**src/verilog/iao_pkg.sv**
```systemverilog
// package: operation codes, sizes, flag layout and operand widths for the integer alu slice
package iao_pkg;
    localparam int IAO_DATA_W   = 32;
    localparam int IAO_BYTE_W   = 8;
    localparam int IAO_WORD_W   = 16;
    localparam int IAO_DIV_CYC  = 1;
    localparam logic [3:0] IAO_RST_FLAGS = 4'h0;
    localparam int IAO_FLAG_N = 3;
    localparam int IAO_FLAG_Z = 2;
    localparam int IAO_FLAG_V = 1;
    localparam int IAO_FLAG_C = 0;
    localparam logic [7:0] IAO_TAS_SET = 8'h80;

    typedef enum logic [2:0] {
        IAO_OP_DIV  = 3'h0,
        IAO_OP_CMP  = 3'h1,
        IAO_OP_NEG  = 3'h2,
        IAO_OP_ZERO_EXTEND_OP = 3'h3,
        IAO_OP_SIGN_EXTEND_OP = 3'h4,
        IAO_OP_TAS  = 3'h5
    } iao_op_t;

    typedef enum logic [1:0] {
        IAO_SZ_B = 2'h0,
        IAO_SZ_W = 2'h1,
        IAO_SZ_L = 2'h2
    } iao_size_t;

    typedef struct packed {
        iao_op_t    op;
        iao_size_t  size;
        logic       use_imm;
        logic [31:0] dst;
        logic [31:0] src;
        logic [31:0] imm;
    } iao_req_t;

    typedef struct packed {
        logic        wr_dst;
        logic [31:0] result;
        logic [3:0]  flags;
        logic        flags_upd;
        logic        div_zero;
    } iao_rsp_t;

    typedef struct packed {
        logic        rd;
        logic        wr;
        logic [31:0] addr;
        logic [7:0]  wdata;
    } iao_mem_t;
endpackage

```
**src/verilog/iao_alu.sv**
```systemverilog
// integer alu slice: signed divide, compare, negate, extends and test-and-set
`timescale 1ns/10ps
//
// How it works
// - signed divide takes 16/8 or 32/16 and writes remainder high, quotient low into the destination.
// - compare subtracts source or immediate from destination at byte, word or long width and keeps no result.
// - compare only updates flags and never writes back an operand.
// - negate writes zero minus the destination at byte, word or long width.
// - zero extend widens the low byte to a word or the low word to a long with zeros above.
// - sign extend widens the same way but copies the top bit of the source part upward.
// - test-and-set reads a byte at the register address, flags it against zero, writes it back with bit 7 set.
module iao_alu (
    input  wire logic                clock,
    input  wire logic                arst_n,
    input  wire logic                req_valid,
    input  wire iao_pkg::iao_req_t   req,
    input  wire logic                mem_ack,
    input  wire logic [7:0]          mem_rdata,
    output iao_pkg::iao_rsp_t        rsp,
    output logic                     rsp_valid,
    output logic                     busy,
    output iao_pkg::iao_mem_t        mem,
    output logic [3:0]               condition_code_register
);
    import iao_pkg::*;

    typedef enum logic [1:0] {
        IAO_ST_IDLE  = 2'b00,
        IAO_ST_READ  = 2'b01,
        IAO_ST_WRITE = 2'b11
    } iao_state_t;

    iao_state_t  state_r;
    iao_rsp_t    alu_nxt;
    logic [31:0] opb;
    logic [32:0] diff;
    logic        neg_a;
    logic        neg_b;
    logic        ovf;
    logic [31:0] a_mag;
    logic [31:0] b_mag;
    logic [31:0] q_mag;
    logic [31:0] r_mag;
    logic [15:0] q_s;
    logic [15:0] r_s;
    logic [7:0]  tas_byte_r;

    ////////////////////////////////////////////////////////////////////////
    // combinational datapath for the single-cycle operations
    always_comb begin
        alu_nxt = '0;
        opb   = req.use_imm ? req.imm : req.src;
        diff  = '0;
        neg_a = 1'b0;
        neg_b = 1'b0;
        ovf   = 1'b0;
        a_mag = '0;
        b_mag = '0;
        q_mag = '0;
        r_mag = '0;
        q_s   = '0;
        r_s   = '0;
        unique case (req.op)
            IAO_OP_CMP, IAO_OP_NEG: begin
                // compare and negate share one subtractor; negate is 0 - rd
                if (req.op == IAO_OP_NEG) begin
                    diff = {1'b0, 32'h0} - {1'b0, req.dst};
                end else begin
                    diff = {1'b0, req.dst} - {1'b0, opb};
                end
                unique case (req.size)
                    IAO_SZ_B: begin
                        alu_nxt.result = {24'h0, diff[7:0]};
                        alu_nxt.flags[IAO_FLAG_N] = diff[7];
                        alu_nxt.flags[IAO_FLAG_Z] = (diff[7:0] == 8'h00);
                        alu_nxt.flags[IAO_FLAG_C] = (req.op == IAO_OP_NEG) ? (req.dst[7:0] != 8'h00)
                                                                          : (req.dst[7:0] < opb[7:0]);
                        ovf = (req.op == IAO_OP_NEG) ? (req.dst[7:0] == 8'h80)
                                                     : ((req.dst[7] ^ opb[7]) & (req.dst[7] ^ diff[7]));
                        alu_nxt.result = {req.dst[31:8], diff[7:0]};
                    end
                    IAO_SZ_W: begin
                        alu_nxt.flags[IAO_FLAG_N] = diff[15];
                        alu_nxt.flags[IAO_FLAG_Z] = (diff[15:0] == 16'h0000);
                        alu_nxt.flags[IAO_FLAG_C] = (req.op == IAO_OP_NEG) ? (req.dst[15:0] != 16'h0000)
                                                                          : (req.dst[15:0] < opb[15:0]);
                        ovf = (req.op == IAO_OP_NEG) ? (req.dst[15:0] == 16'h8000)
                                                     : ((req.dst[15] ^ opb[15]) & (req.dst[15] ^ diff[15]));
                        alu_nxt.result = {req.dst[31:16], diff[15:0]};
                    end
                    default: begin
                        alu_nxt.flags[IAO_FLAG_N] = diff[31];
                        alu_nxt.flags[IAO_FLAG_Z] = (diff[31:0] == 32'h0);
                        alu_nxt.flags[IAO_FLAG_C] = (req.op == IAO_OP_NEG) ? (req.dst != 32'h0) : diff[32];
                        ovf = (req.op == IAO_OP_NEG) ? (req.dst == 32'h8000_0000)
                                                     : ((req.dst[31] ^ opb[31]) & (req.dst[31] ^ diff[31]));
                        alu_nxt.result = diff[31:0];
                    end
                endcase
                alu_nxt.flags[IAO_FLAG_V] = ovf;
                alu_nxt.flags_upd = 1'b1;
                alu_nxt.wr_dst    = (req.op == IAO_OP_NEG); // compare never writes back
            end
            IAO_OP_ZERO_EXTEND_OP, IAO_OP_SIGN_EXTEND_OP: begin
                // word size takes the low byte, long size the low word
                if (req.size == IAO_SZ_W) begin
                    neg_a = (req.op == IAO_OP_SIGN_EXTEND_OP) & req.dst[7];
                    alu_nxt.result = {req.dst[31:16], {8{neg_a}}, req.dst[7:0]};
                    alu_nxt.flags[IAO_FLAG_N] = alu_nxt.result[15];
                    alu_nxt.flags[IAO_FLAG_Z] = (alu_nxt.result[15:0] == 16'h0000);
                end else begin
                    neg_a = (req.op == IAO_OP_SIGN_EXTEND_OP) & req.dst[15];
                    alu_nxt.result = {{16{neg_a}}, req.dst[15:0]};
                    alu_nxt.flags[IAO_FLAG_N] = alu_nxt.result[31];
                    alu_nxt.flags[IAO_FLAG_Z] = (alu_nxt.result == 32'h0);
                end
                alu_nxt.wr_dst    = 1'b1;
                alu_nxt.flags_upd = 1'b1; // v and c clear
            end
            IAO_OP_DIV: begin
                // sign-magnitude divide; limitation: a single-cycle combinational divider
                if (req.size == IAO_SZ_B) begin
                    neg_a = req.dst[15];
                    neg_b = req.src[7];
                    a_mag = {16'h0, neg_a ? 16'(-req.dst[15:0]) : req.dst[15:0]};
                    b_mag = {24'h0, neg_b ? 8'(-req.src[7:0]) : req.src[7:0]};
                end else begin
                    neg_a = req.dst[31];
                    neg_b = req.src[15];
                    a_mag = neg_a ? 32'(-req.dst) : req.dst;
                    b_mag = {16'h0, neg_b ? 16'(-req.src[15:0]) : req.src[15:0]};
                end
                alu_nxt.div_zero = (b_mag == 32'h0);
                if (!alu_nxt.div_zero) begin
                    q_mag = a_mag / b_mag;
                    r_mag = a_mag % b_mag;
                end
                q_s = (neg_a ^ neg_b) ? 16'(-q_mag[15:0]) : q_mag[15:0];
                r_s = neg_a ? 16'(-r_mag[15:0]) : r_mag[15:0];
                if (req.size == IAO_SZ_B) begin
                    alu_nxt.result = {req.dst[31:16], r_s[7:0], q_s[7:0]};
                    alu_nxt.flags[IAO_FLAG_N] = q_s[7];
                    alu_nxt.flags[IAO_FLAG_Z] = (b_mag[7:0] == 8'h00);
                end else begin
                    alu_nxt.result = {r_s, q_s};
                    alu_nxt.flags[IAO_FLAG_N] = q_s[15];
                    alu_nxt.flags[IAO_FLAG_Z] = (b_mag[15:0] == 16'h0000);
                end
                alu_nxt.wr_dst    = !alu_nxt.div_zero;
                alu_nxt.flags_upd = 1'b1;
            end
            default: begin
                alu_nxt = '0;
            end
        endcase
    end

    ////////////////////////////////////////////////////////////////////////
    // sequencer: test-and-set needs a memory read and a write
    always_ff @(posedge clock or negedge arst_n) begin
        if (!arst_n) begin
            state_r <= IAO_ST_IDLE;
        end else begin
            unique case (state_r)
                IAO_ST_IDLE: begin
                    if (req_valid && req.op == IAO_OP_TAS) begin
                        state_r <= IAO_ST_READ;
                    end
                end
                IAO_ST_READ: begin
                    if (mem_ack) begin
                        state_r <= IAO_ST_WRITE;
                    end
                end
                IAO_ST_WRITE: begin
                    if (mem_ack) begin
                        state_r <= IAO_ST_IDLE;
                    end
                end
                default: begin
                    state_r <= IAO_ST_IDLE;
                end
            endcase
        end
    end

    always_ff @(posedge clock or negedge arst_n) begin
        if (!arst_n) begin
            tas_byte_r <= 8'h00;
        end else if (state_r == IAO_ST_READ && mem_ack) begin
            tas_byte_r <= mem_rdata;
        end
    end

    // memory strobes held until ack
    always_ff @(posedge clock or negedge arst_n) begin
        if (!arst_n) begin
            mem <= '0;
        end else begin
            mem.rd <= (state_r == IAO_ST_IDLE && req_valid && req.op == IAO_OP_TAS)
                      || (state_r == IAO_ST_READ && !mem_ack);
            mem.wr <= (state_r == IAO_ST_READ && mem_ack) || (state_r == IAO_ST_WRITE && !mem_ack);
            if (state_r == IAO_ST_IDLE && req_valid) begin
                mem.addr <= req.dst;
            end
            if (state_r == IAO_ST_READ && mem_ack) begin
                mem.wdata <= mem_rdata | IAO_TAS_SET;
            end
        end
    end

    ////////////////////////////////////////////////////////////////////////
    // answer and condition code register
    always_ff @(posedge clock or negedge arst_n) begin
        if (!arst_n) begin
            rsp       <= '0;
            rsp_valid <= 1'b0;
            condition_code_register       <= IAO_RST_FLAGS;
        end else begin
            rsp_valid <= 1'b0;
            if (state_r == IAO_ST_IDLE && req_valid && req.op != IAO_OP_TAS) begin
                rsp       <= alu_nxt;
                rsp_valid <= 1'b1;
                condition_code_register       <= alu_nxt.flags;
            end else if (state_r == IAO_ST_WRITE && mem_ack) begin
                rsp           <= '0;
                rsp.flags_upd <= 1'b1;
                rsp.flags     <= {tas_byte_r[7], tas_byte_r == 8'h00, 2'b00};
                rsp_valid     <= 1'b1;
                condition_code_register           <= {tas_byte_r[7], tas_byte_r == 8'h00, 2'b00};
            end
        end
    end

    always_ff @(posedge clock or negedge arst_n) begin
        if (!arst_n) begin
            busy <= 1'b0;
        end else begin
            busy <= (state_r == IAO_ST_IDLE) ? (req_valid && req.op == IAO_OP_TAS)
                                             : !(state_r == IAO_ST_WRITE && mem_ack);
        end
    end

    ////////////////////////////////////////////////////////////////////////
    // checks
    chk_cmp_no_write: assert property (@(posedge clock) disable iff (!arst_n)
        (state_r == IAO_ST_IDLE && req_valid && req.op == IAO_OP_CMP) |=> (rsp_valid && !rsp.wr_dst))
        else $error("compare wrote back");
    chk_cmp_zero_flag: assert property (@(posedge clock) disable iff (!arst_n)
        (state_r == IAO_ST_IDLE && req_valid && req.op == IAO_OP_CMP && !req.use_imm
         && req.size == IAO_SZ_L && req.dst == req.src) |=> condition_code_register[IAO_FLAG_Z] && !condition_code_register[IAO_FLAG_C])
        else $error("equal compare not zero");
    chk_neg_value: assert property (@(posedge clock) disable iff (!arst_n)
        (state_r == IAO_ST_IDLE && req_valid && req.op == IAO_OP_NEG && req.size == IAO_SZ_L)
        |=> rsp.wr_dst && rsp.result == 32'h0 - $past(req.dst))
        else $error("negate wrong");
    chk_zero_extend_op_fill: assert property (@(posedge clock) disable iff (!arst_n)
        (state_r == IAO_ST_IDLE && req_valid && req.op == IAO_OP_ZERO_EXTEND_OP && req.size == IAO_SZ_L)
        |=> rsp.result[31:16] == 16'h0000)
        else $error("zero extend upper bits");
    chk_sign_extend_op_fill: assert property (@(posedge clock) disable iff (!arst_n)
        (state_r == IAO_ST_IDLE && req_valid && req.op == IAO_OP_SIGN_EXTEND_OP && req.size == IAO_SZ_L)
        |=> rsp.result[31:16] == {16{$past(req.dst[15])}})
        else $error("sign extend upper bits");
    chk_div_recombine: assert property (@(posedge clock) disable iff (!arst_n)
        (state_r == IAO_ST_IDLE && req_valid && req.op == IAO_OP_DIV && req.size == IAO_SZ_W
         && req.src[15:0] != 16'h0 && !req.dst[31] && !req.src[15] && req.dst[31:16] < req.src[15:0])
        |=> rsp.wr_dst && (32'(rsp.result[15:0]) * 32'($past(req.src[15:0])) + 32'(rsp.result[31:16])
                           == $past(req.dst)))
        else $error("divide mismatch");
    chk_tas_bit7: assert property (@(posedge clock) disable iff (!arst_n)
        (state_r == IAO_ST_READ && mem_ack) |=> mem.wr && mem.wdata[7])
        else $error("tas write lacks bit 7");
    chk_tas_done: assert property (@(posedge clock) disable iff (!arst_n)
        (state_r == IAO_ST_WRITE && mem_ack) |=> rsp_valid && condition_code_register[IAO_FLAG_Z] == (tas_byte_r == 8'h00))
        else $error("tas flags wrong");
    chk_ext_vc_clear: assert property (@(posedge clock) disable iff (!arst_n)
        (state_r == IAO_ST_IDLE && req_valid && (req.op == IAO_OP_ZERO_EXTEND_OP || req.op == IAO_OP_SIGN_EXTEND_OP))
        |=> condition_code_register[1:0] == 2'b00)
        else $error("extend left v or c set");

    cov_cmp:  cover property (@(posedge clock) rsp_valid && !rsp.wr_dst && rsp.flags_upd);
    cov_div:  cover property (@(posedge clock) state_r == IAO_ST_IDLE && req_valid && req.op == IAO_OP_DIV);
    cov_tas:  cover property (@(posedge clock) state_r == IAO_ST_WRITE && mem_ack);
    cov_negv: cover property (@(posedge clock) rsp_valid && condition_code_register[IAO_FLAG_V]);
endmodule

```
**config.mk**
```make
export PLATFORM = sky130hd
export DESIGN_NAME = iao_alu
export DESIGN_NICKNAME = d
export VERILOG_FILES = /design/src/verilog/iao_pkg.sv /design/src/verilog/iao_alu.sv
export SDC_FILE = /design/constraint.sdc
export NUM_CORES = 2
export LEC_CHECK = 0
export BUFFER_PORTS_ARGS = -buffer_cell sky130_fd_sc_hd__buf_2
export CORE_MARGIN = 2
export CORE_UTILIZATION = 65
export CTS_BUF_LIST = sky130_fd_sc_hd__clkbuf_16
export CTS_CLUSTER_DIAMETER = 50
export DETAILED_ROUTE_END_ITERATION = 7
export HOLD_SLACK_MARGIN = 0.05
export PLACE_DENSITY = 0.85
export RECOVER_POWER = 50
export SLEW_MARGIN = 20
export SYNTH_ARGS = -nofsm -noshare
export SYNTH_HDL_FRONTEND = slang
export SYNTH_SLANG_ARGS = --single-unit
```
**constraint.sdc**
```tcl
create_clock -name clock -period 3.57 [get_ports clock]
set_clock_uncertainty 0.15 [all_clocks]
set_input_delay 0.1785 -clock clock [delete_from_list [all_inputs] [get_ports clock]]
set_output_delay 0.1785 -clock clock [all_outputs]
set_load 0.05 [all_outputs]
```
==> out/metrics.yaml, run 1 <==
floorplanning:
  pin_count: 201
  initial_core_util: 0.6577
  dieHeight_um: 229.3
  die_w_um: 229.3
  num_rows: 82
cts:
  cts_sinks: 86
  cts_buffer_depth: 2
  cts_root_buf: "clkbuf_16"
  htreeDepth: 3
  cts_buffers: 9
  holdBufCountCts: 11
  post_cts_buffers: 558
  post_cts_resized: 704
yosys:
  ys_types: 127
  syn_nets: 5196
  synth_area_per_cell_sq_um: 7.102
  synth_most_common_cell: "nand2_1"
  yosysTopAreaCellShare: 0.1646
  synth_area_sq_um: 33000
  async_flop_share: 1.000
  ys_seq_elements: 86
  synth_commonest_cells: "nand2_1, ha_1, nor2_1"
  yosysSeqAreaShare: 0.06522
  synth.largest_area_cell: "ha_1"
  synth-edff-count: 0
  yosys-top-cells-area: "ha_1, dfrtp_1, nand2_1"
  syn_inst: 4646
  synthFlopType: "dfrtp_1"
  ys_warn_count: 0
status:
  status: "did not finish"
  lastStage: "clock tree synthesis (4_1_cts)"
  firstError: "[ERROR DPL-0038] Utilization greater than 100%, impossible to legalize"
placement:
  hpwlAfterDp_um: 186400
  pre_cts_slack_ns: -92.39
  place_area_sq_um: 48980
  numPortBuffers: 200
  dp_cells: 7146
  globalplace.congestion: 1.087
==> kinds of logic after synthesis <==
logic type	Yosys count	synth area share
multiplexers	184	0.06002
AO/OA/AOI/OAI	1571	0.3299
buffers and inverters	318	0.04042
adder cells (fa/ha/maj)	436	0.1658
flip-flops	86	0.06522
AND/OR/NAND/NOR	1757	0.2606
XOR/XNOR	294	0.07803
==> metrics by stage <==
step | util | hold WS (ns)
after floorplan | - | -0.2671
after global placement | 0.9763 | 0.2601
after detailed placement | 0.9763 | 0.2646
==> inputs of run 2 (changes only) <==
--- a/config.mk
+++ b/config.mk
@@ -7,12 +7,9 @@
 export LEC_CHECK = 0
 export BUFFER_PORTS_ARGS = -buffer_cell sky130_fd_sc_hd__buf_2
 export CORE_MARGIN = 2
-export CORE_UTILIZATION = 65
-export CTS_BUF_LIST = sky130_fd_sc_hd__clkbuf_16
-export CTS_CLUSTER_DIAMETER = 50
+export CORE_UTILIZATION = 40
 export DETAILED_ROUTE_END_ITERATION = 7
-export HOLD_SLACK_MARGIN = 0.05
-export PLACE_DENSITY = 0.85
+export PLACE_DENSITY_LB_ADDON = 0.15
 export RECOVER_POWER = 50
 export SLEW_MARGIN = 20
 export SYNTH_ARGS = -nofsm -noshare
==> run 2 against run 1 <==
Against the previous run: the flow now finishes, with violations (max-capacitance violations, max-slew violations, negative setup slack); synthesized area is the same; synthesized cell count unchanged.
==> out/metrics.yaml, run 2 <==
status:
  status: "finished with violations"
  failed_checks: "max-capacitance violations, max-slew violations, negative setup slack"
route:
  wl_met2_um: 72170
  avgViaCountPerCell: 5.785
  wl_per_cell_um: 19.59
  drt-total-wl_um: 157100
  vias: 46393
  route.met3.wl_um: 10680
  top_layer: "met5"
  ant_nets: 0
  drt_iter0_markers: 3878
  firstDrtPassIters: 7
  wl_met1_um: 66580
  drc_errors: 0
grt:
  overflow: 0
  grt_first_pass_wirelength_um: 243900
  grt_pass1_vias: 45772
  track_usage: 0.3525
  grt_max_degree: 73
  antenna_found_initial: 3
yosys:
  ys_types: 127  # unchanged
  synth_compound_area_frac: 0.3299  # unchanged
  synth-edff-count: 0  # unchanged
  synth_commonest_cells: "nand2_1, ha_1, nor2_1"
  synthAdderAreaFrac: 0.1658  # unchanged
  synth_area_per_cell_sq_um: 7.102  # unchanged
  syn_inst: 4646  # unchanged
  async_flop_share: 1.000  # unchanged
  yosys-top-cells-area: "ha_1, dfrtp_1, nand2_1"
  ys_warn_count: 0  # unchanged
  synth-simple-area-share: 0.2606  # unchanged
  synth_top_family_by_area: "compound AO/OA/AOI/OAI gates"
  syn_nets: 5196  # unchanged
  yosysTopAreaCellShare: 0.1646  # unchanged
  synth.area.mux_share: 0.06002  # unchanged
  synth.largest_area_cell: "ha_1"
  ys_seq_elements: 86  # unchanged
  synthFlopType: "dfrtp_1"
  synth_area_sq_um: 33000  # unchanged
  synth_most_common_cell: "nand2_1"
  yosysSeqAreaShare: 0.06522  # unchanged
  synthXorXnorAreaFrac: 0.07803  # unchanged
layout:
  final_common_cell: "buf_4"
  area_growth_pct: 66.27
  reg_top3: "rsp: 39 flops, mem: 35 flops, tas_byte_r: 8 flops"
  fin_nets: 7493
  nFillCells: 7086
  regArea_sq_um: 2152
  drive_above_1_share: 0.4429
  mostFrequentLayoutCells: "buf_4, nand2_1, ha_1"
  post-route-util: 0.6703
  largest_reg_flops: 39
  top_register: "rsp"
  multi_input_area_sq_um: 32370
cts:
  cts_tree: "done"
  insertion_delay_ns: 0.34
  cts_root_buf: "clkbuf_16"
  cts_sinks: 86  # unchanged
  cts_buffers: 9  # unchanged
  htreeDepth: 3  # unchanged
  cts_buffer_depth: 2  # unchanged
  clkTransAtPathRegs_ns: 0.07
worst_setup_path:
  worst-path-buf-inv: 82
  r2r_start: "state_r[1]$_DFFE_PN0P_"
  critPathRequiredTime_ns: 3.63
  slowest_stage: "or4b_4"
  crit_top_cell: "o21a_1"
  r2r_slack_ns: 0.94
  reg2reg_to: "rsp[37]$_DFFE_PN0P_"
  worst-r2r-cell-count: 12
  end_kind: "register"
  crit_family: "compound AO/OA/AOI/OAI gates"
  worstPathArrival_ns: 84.52
  slowest_delay_ns: 0.55
  critPathKind: "in2reg"
  critPathLaunchType: "input port"
  crit_fanout: 8
timing:
  whs_ns: 0.02107
  min_period_over_period: 23.66
  final.setup.tns_ns: -2671.63
  fin_ws_ns: -80.89
  worst_slew_pin_slew_ns: 1.852
  fmax_mhz: 11.84
  rsz0062_at_grt: "yes"
  min_period_ns: 84.46
  setup_violations: 36
  hold_violations: 0
  relSlewSlack: -0.2348
  drv_slew: 73
floorplanning:
  dieHeight_um: 291.2  # +27%
  die_area_sq_um: 84810
  core_sq_um: 81850
  pin_count: 201  # unchanged
  initial_core_util: 0.4032  # -0.2545
  die_w_um: 291.2  # +27%
  num_rows: 105  # +28%
worst_hold_path:
  min_from: "req_valid"
  min_path_cells: 3
  hp-class: "in2reg"
  min_delay_worst_endpoint: "mem[41]$_DFF_PN0_"
placement:
  hpwlAfterDp_um: 121200  # -35%
  globalplace.congestion: 0.9952  # -8.4%
  numPortBuffers: 200  # unchanged
job:
  cap_violations: 1
==> run 2: final cells by class <==
type / instances / area share
Inverter: 126 / 0.008848
Antenna cell: 2 / 0.00009122
Sequential cell: 86 / 0.03922
Tap cell: 1070 / 0.02440
Clock inverter: 6 / 0.0008210
Timing Repair Buffer: 2477 / 0.3323
Clock buffer: 10 / 0.004356
Multi-Input combinational cell: 4243 / 0.5899
==> run 2: metrics by stage <==
step | setup WS, ns | cell area, sq um | std cells
after global placement | -79.65 | 50580 | 7689
after floorplan | -84.32 | 34620 | 4646
final | -80.89 | 54870 | 8020
after detailed placement | -81.90 | 50580 | 7689
after CTS | -79.00 | 53880 | 7961
after global routing | -84.71 | 54860 | 8019
==> run 2: timing repair <==
action / 4_1_cts / 5_1_grt
resized for setup: 214 / 146
gates cloned: 5 / 0
endpoints found under the setup margin: 36 / 37
buffers inserted: 244 / 58
hold buffers: 9 / 0
endpoints found under the hold margin: 79 / 0
pin swaps: 181 / 174
==> run 2: cell families after synthesis <==
group	Yosys count
AO/OA/AOI/OAI	1571
AND/OR/NAND/NOR	1757
buffers and inverters	318
adder cells (fa/ha/maj)	436
XOR/XNOR	294
flip-flops	86
multiplexers	184
==> run 2: how the worst max path moves through the flow <==
stage	from	endpoint	slack (ns)	depth (start not counted)
after floorplan	req[32]	rsp[20]$_DFFE_PN0P_	-84.32	481
after global placement	req[85]	rsp[20]$_DFFE_PN0P_	-79.65	450
after detailed placement	req[85]	rsp[20]$_DFFE_PN0P_	-81.90	451
after CTS	req[85]	rsp[20]$_DFFE_PN0P_	-79.00	459
after global routing	req[33]	rsp[36]$_DFFE_PN0P_	-84.71	475
final	req[85]	rsp[34]$_DFFE_PN0P_	-80.89	472
==> run 2: worst register-to-register path: stages, from the launching register on <==
cell and delay (ns):
dfrtp_1 0.45, inv_1 0.13, nand3_1 0.10, a21oi_1 0.45, nor2_2 0.07, and2_1 0.20, a211oi_1 0.16, o21ai_0 0.18
o22a_1 0.26, nand3_1 0.10, nor2_1 0.05, a21oi_1 0.14, nand2_1 0.07
==> run 2: layer usage <==
layer / track usage / vias to the layer above
met5: 0 / -
met4: 0.1484 / 2
met3: 0.03573 / 472
met2: 0.6023 / 1889
met1: 0.4503 / 21870
li1: - / 22160
Power of run 2 is not shown: default switching activity piles up to over one toggle a cycle in this logic, so the estimate is an artifact.
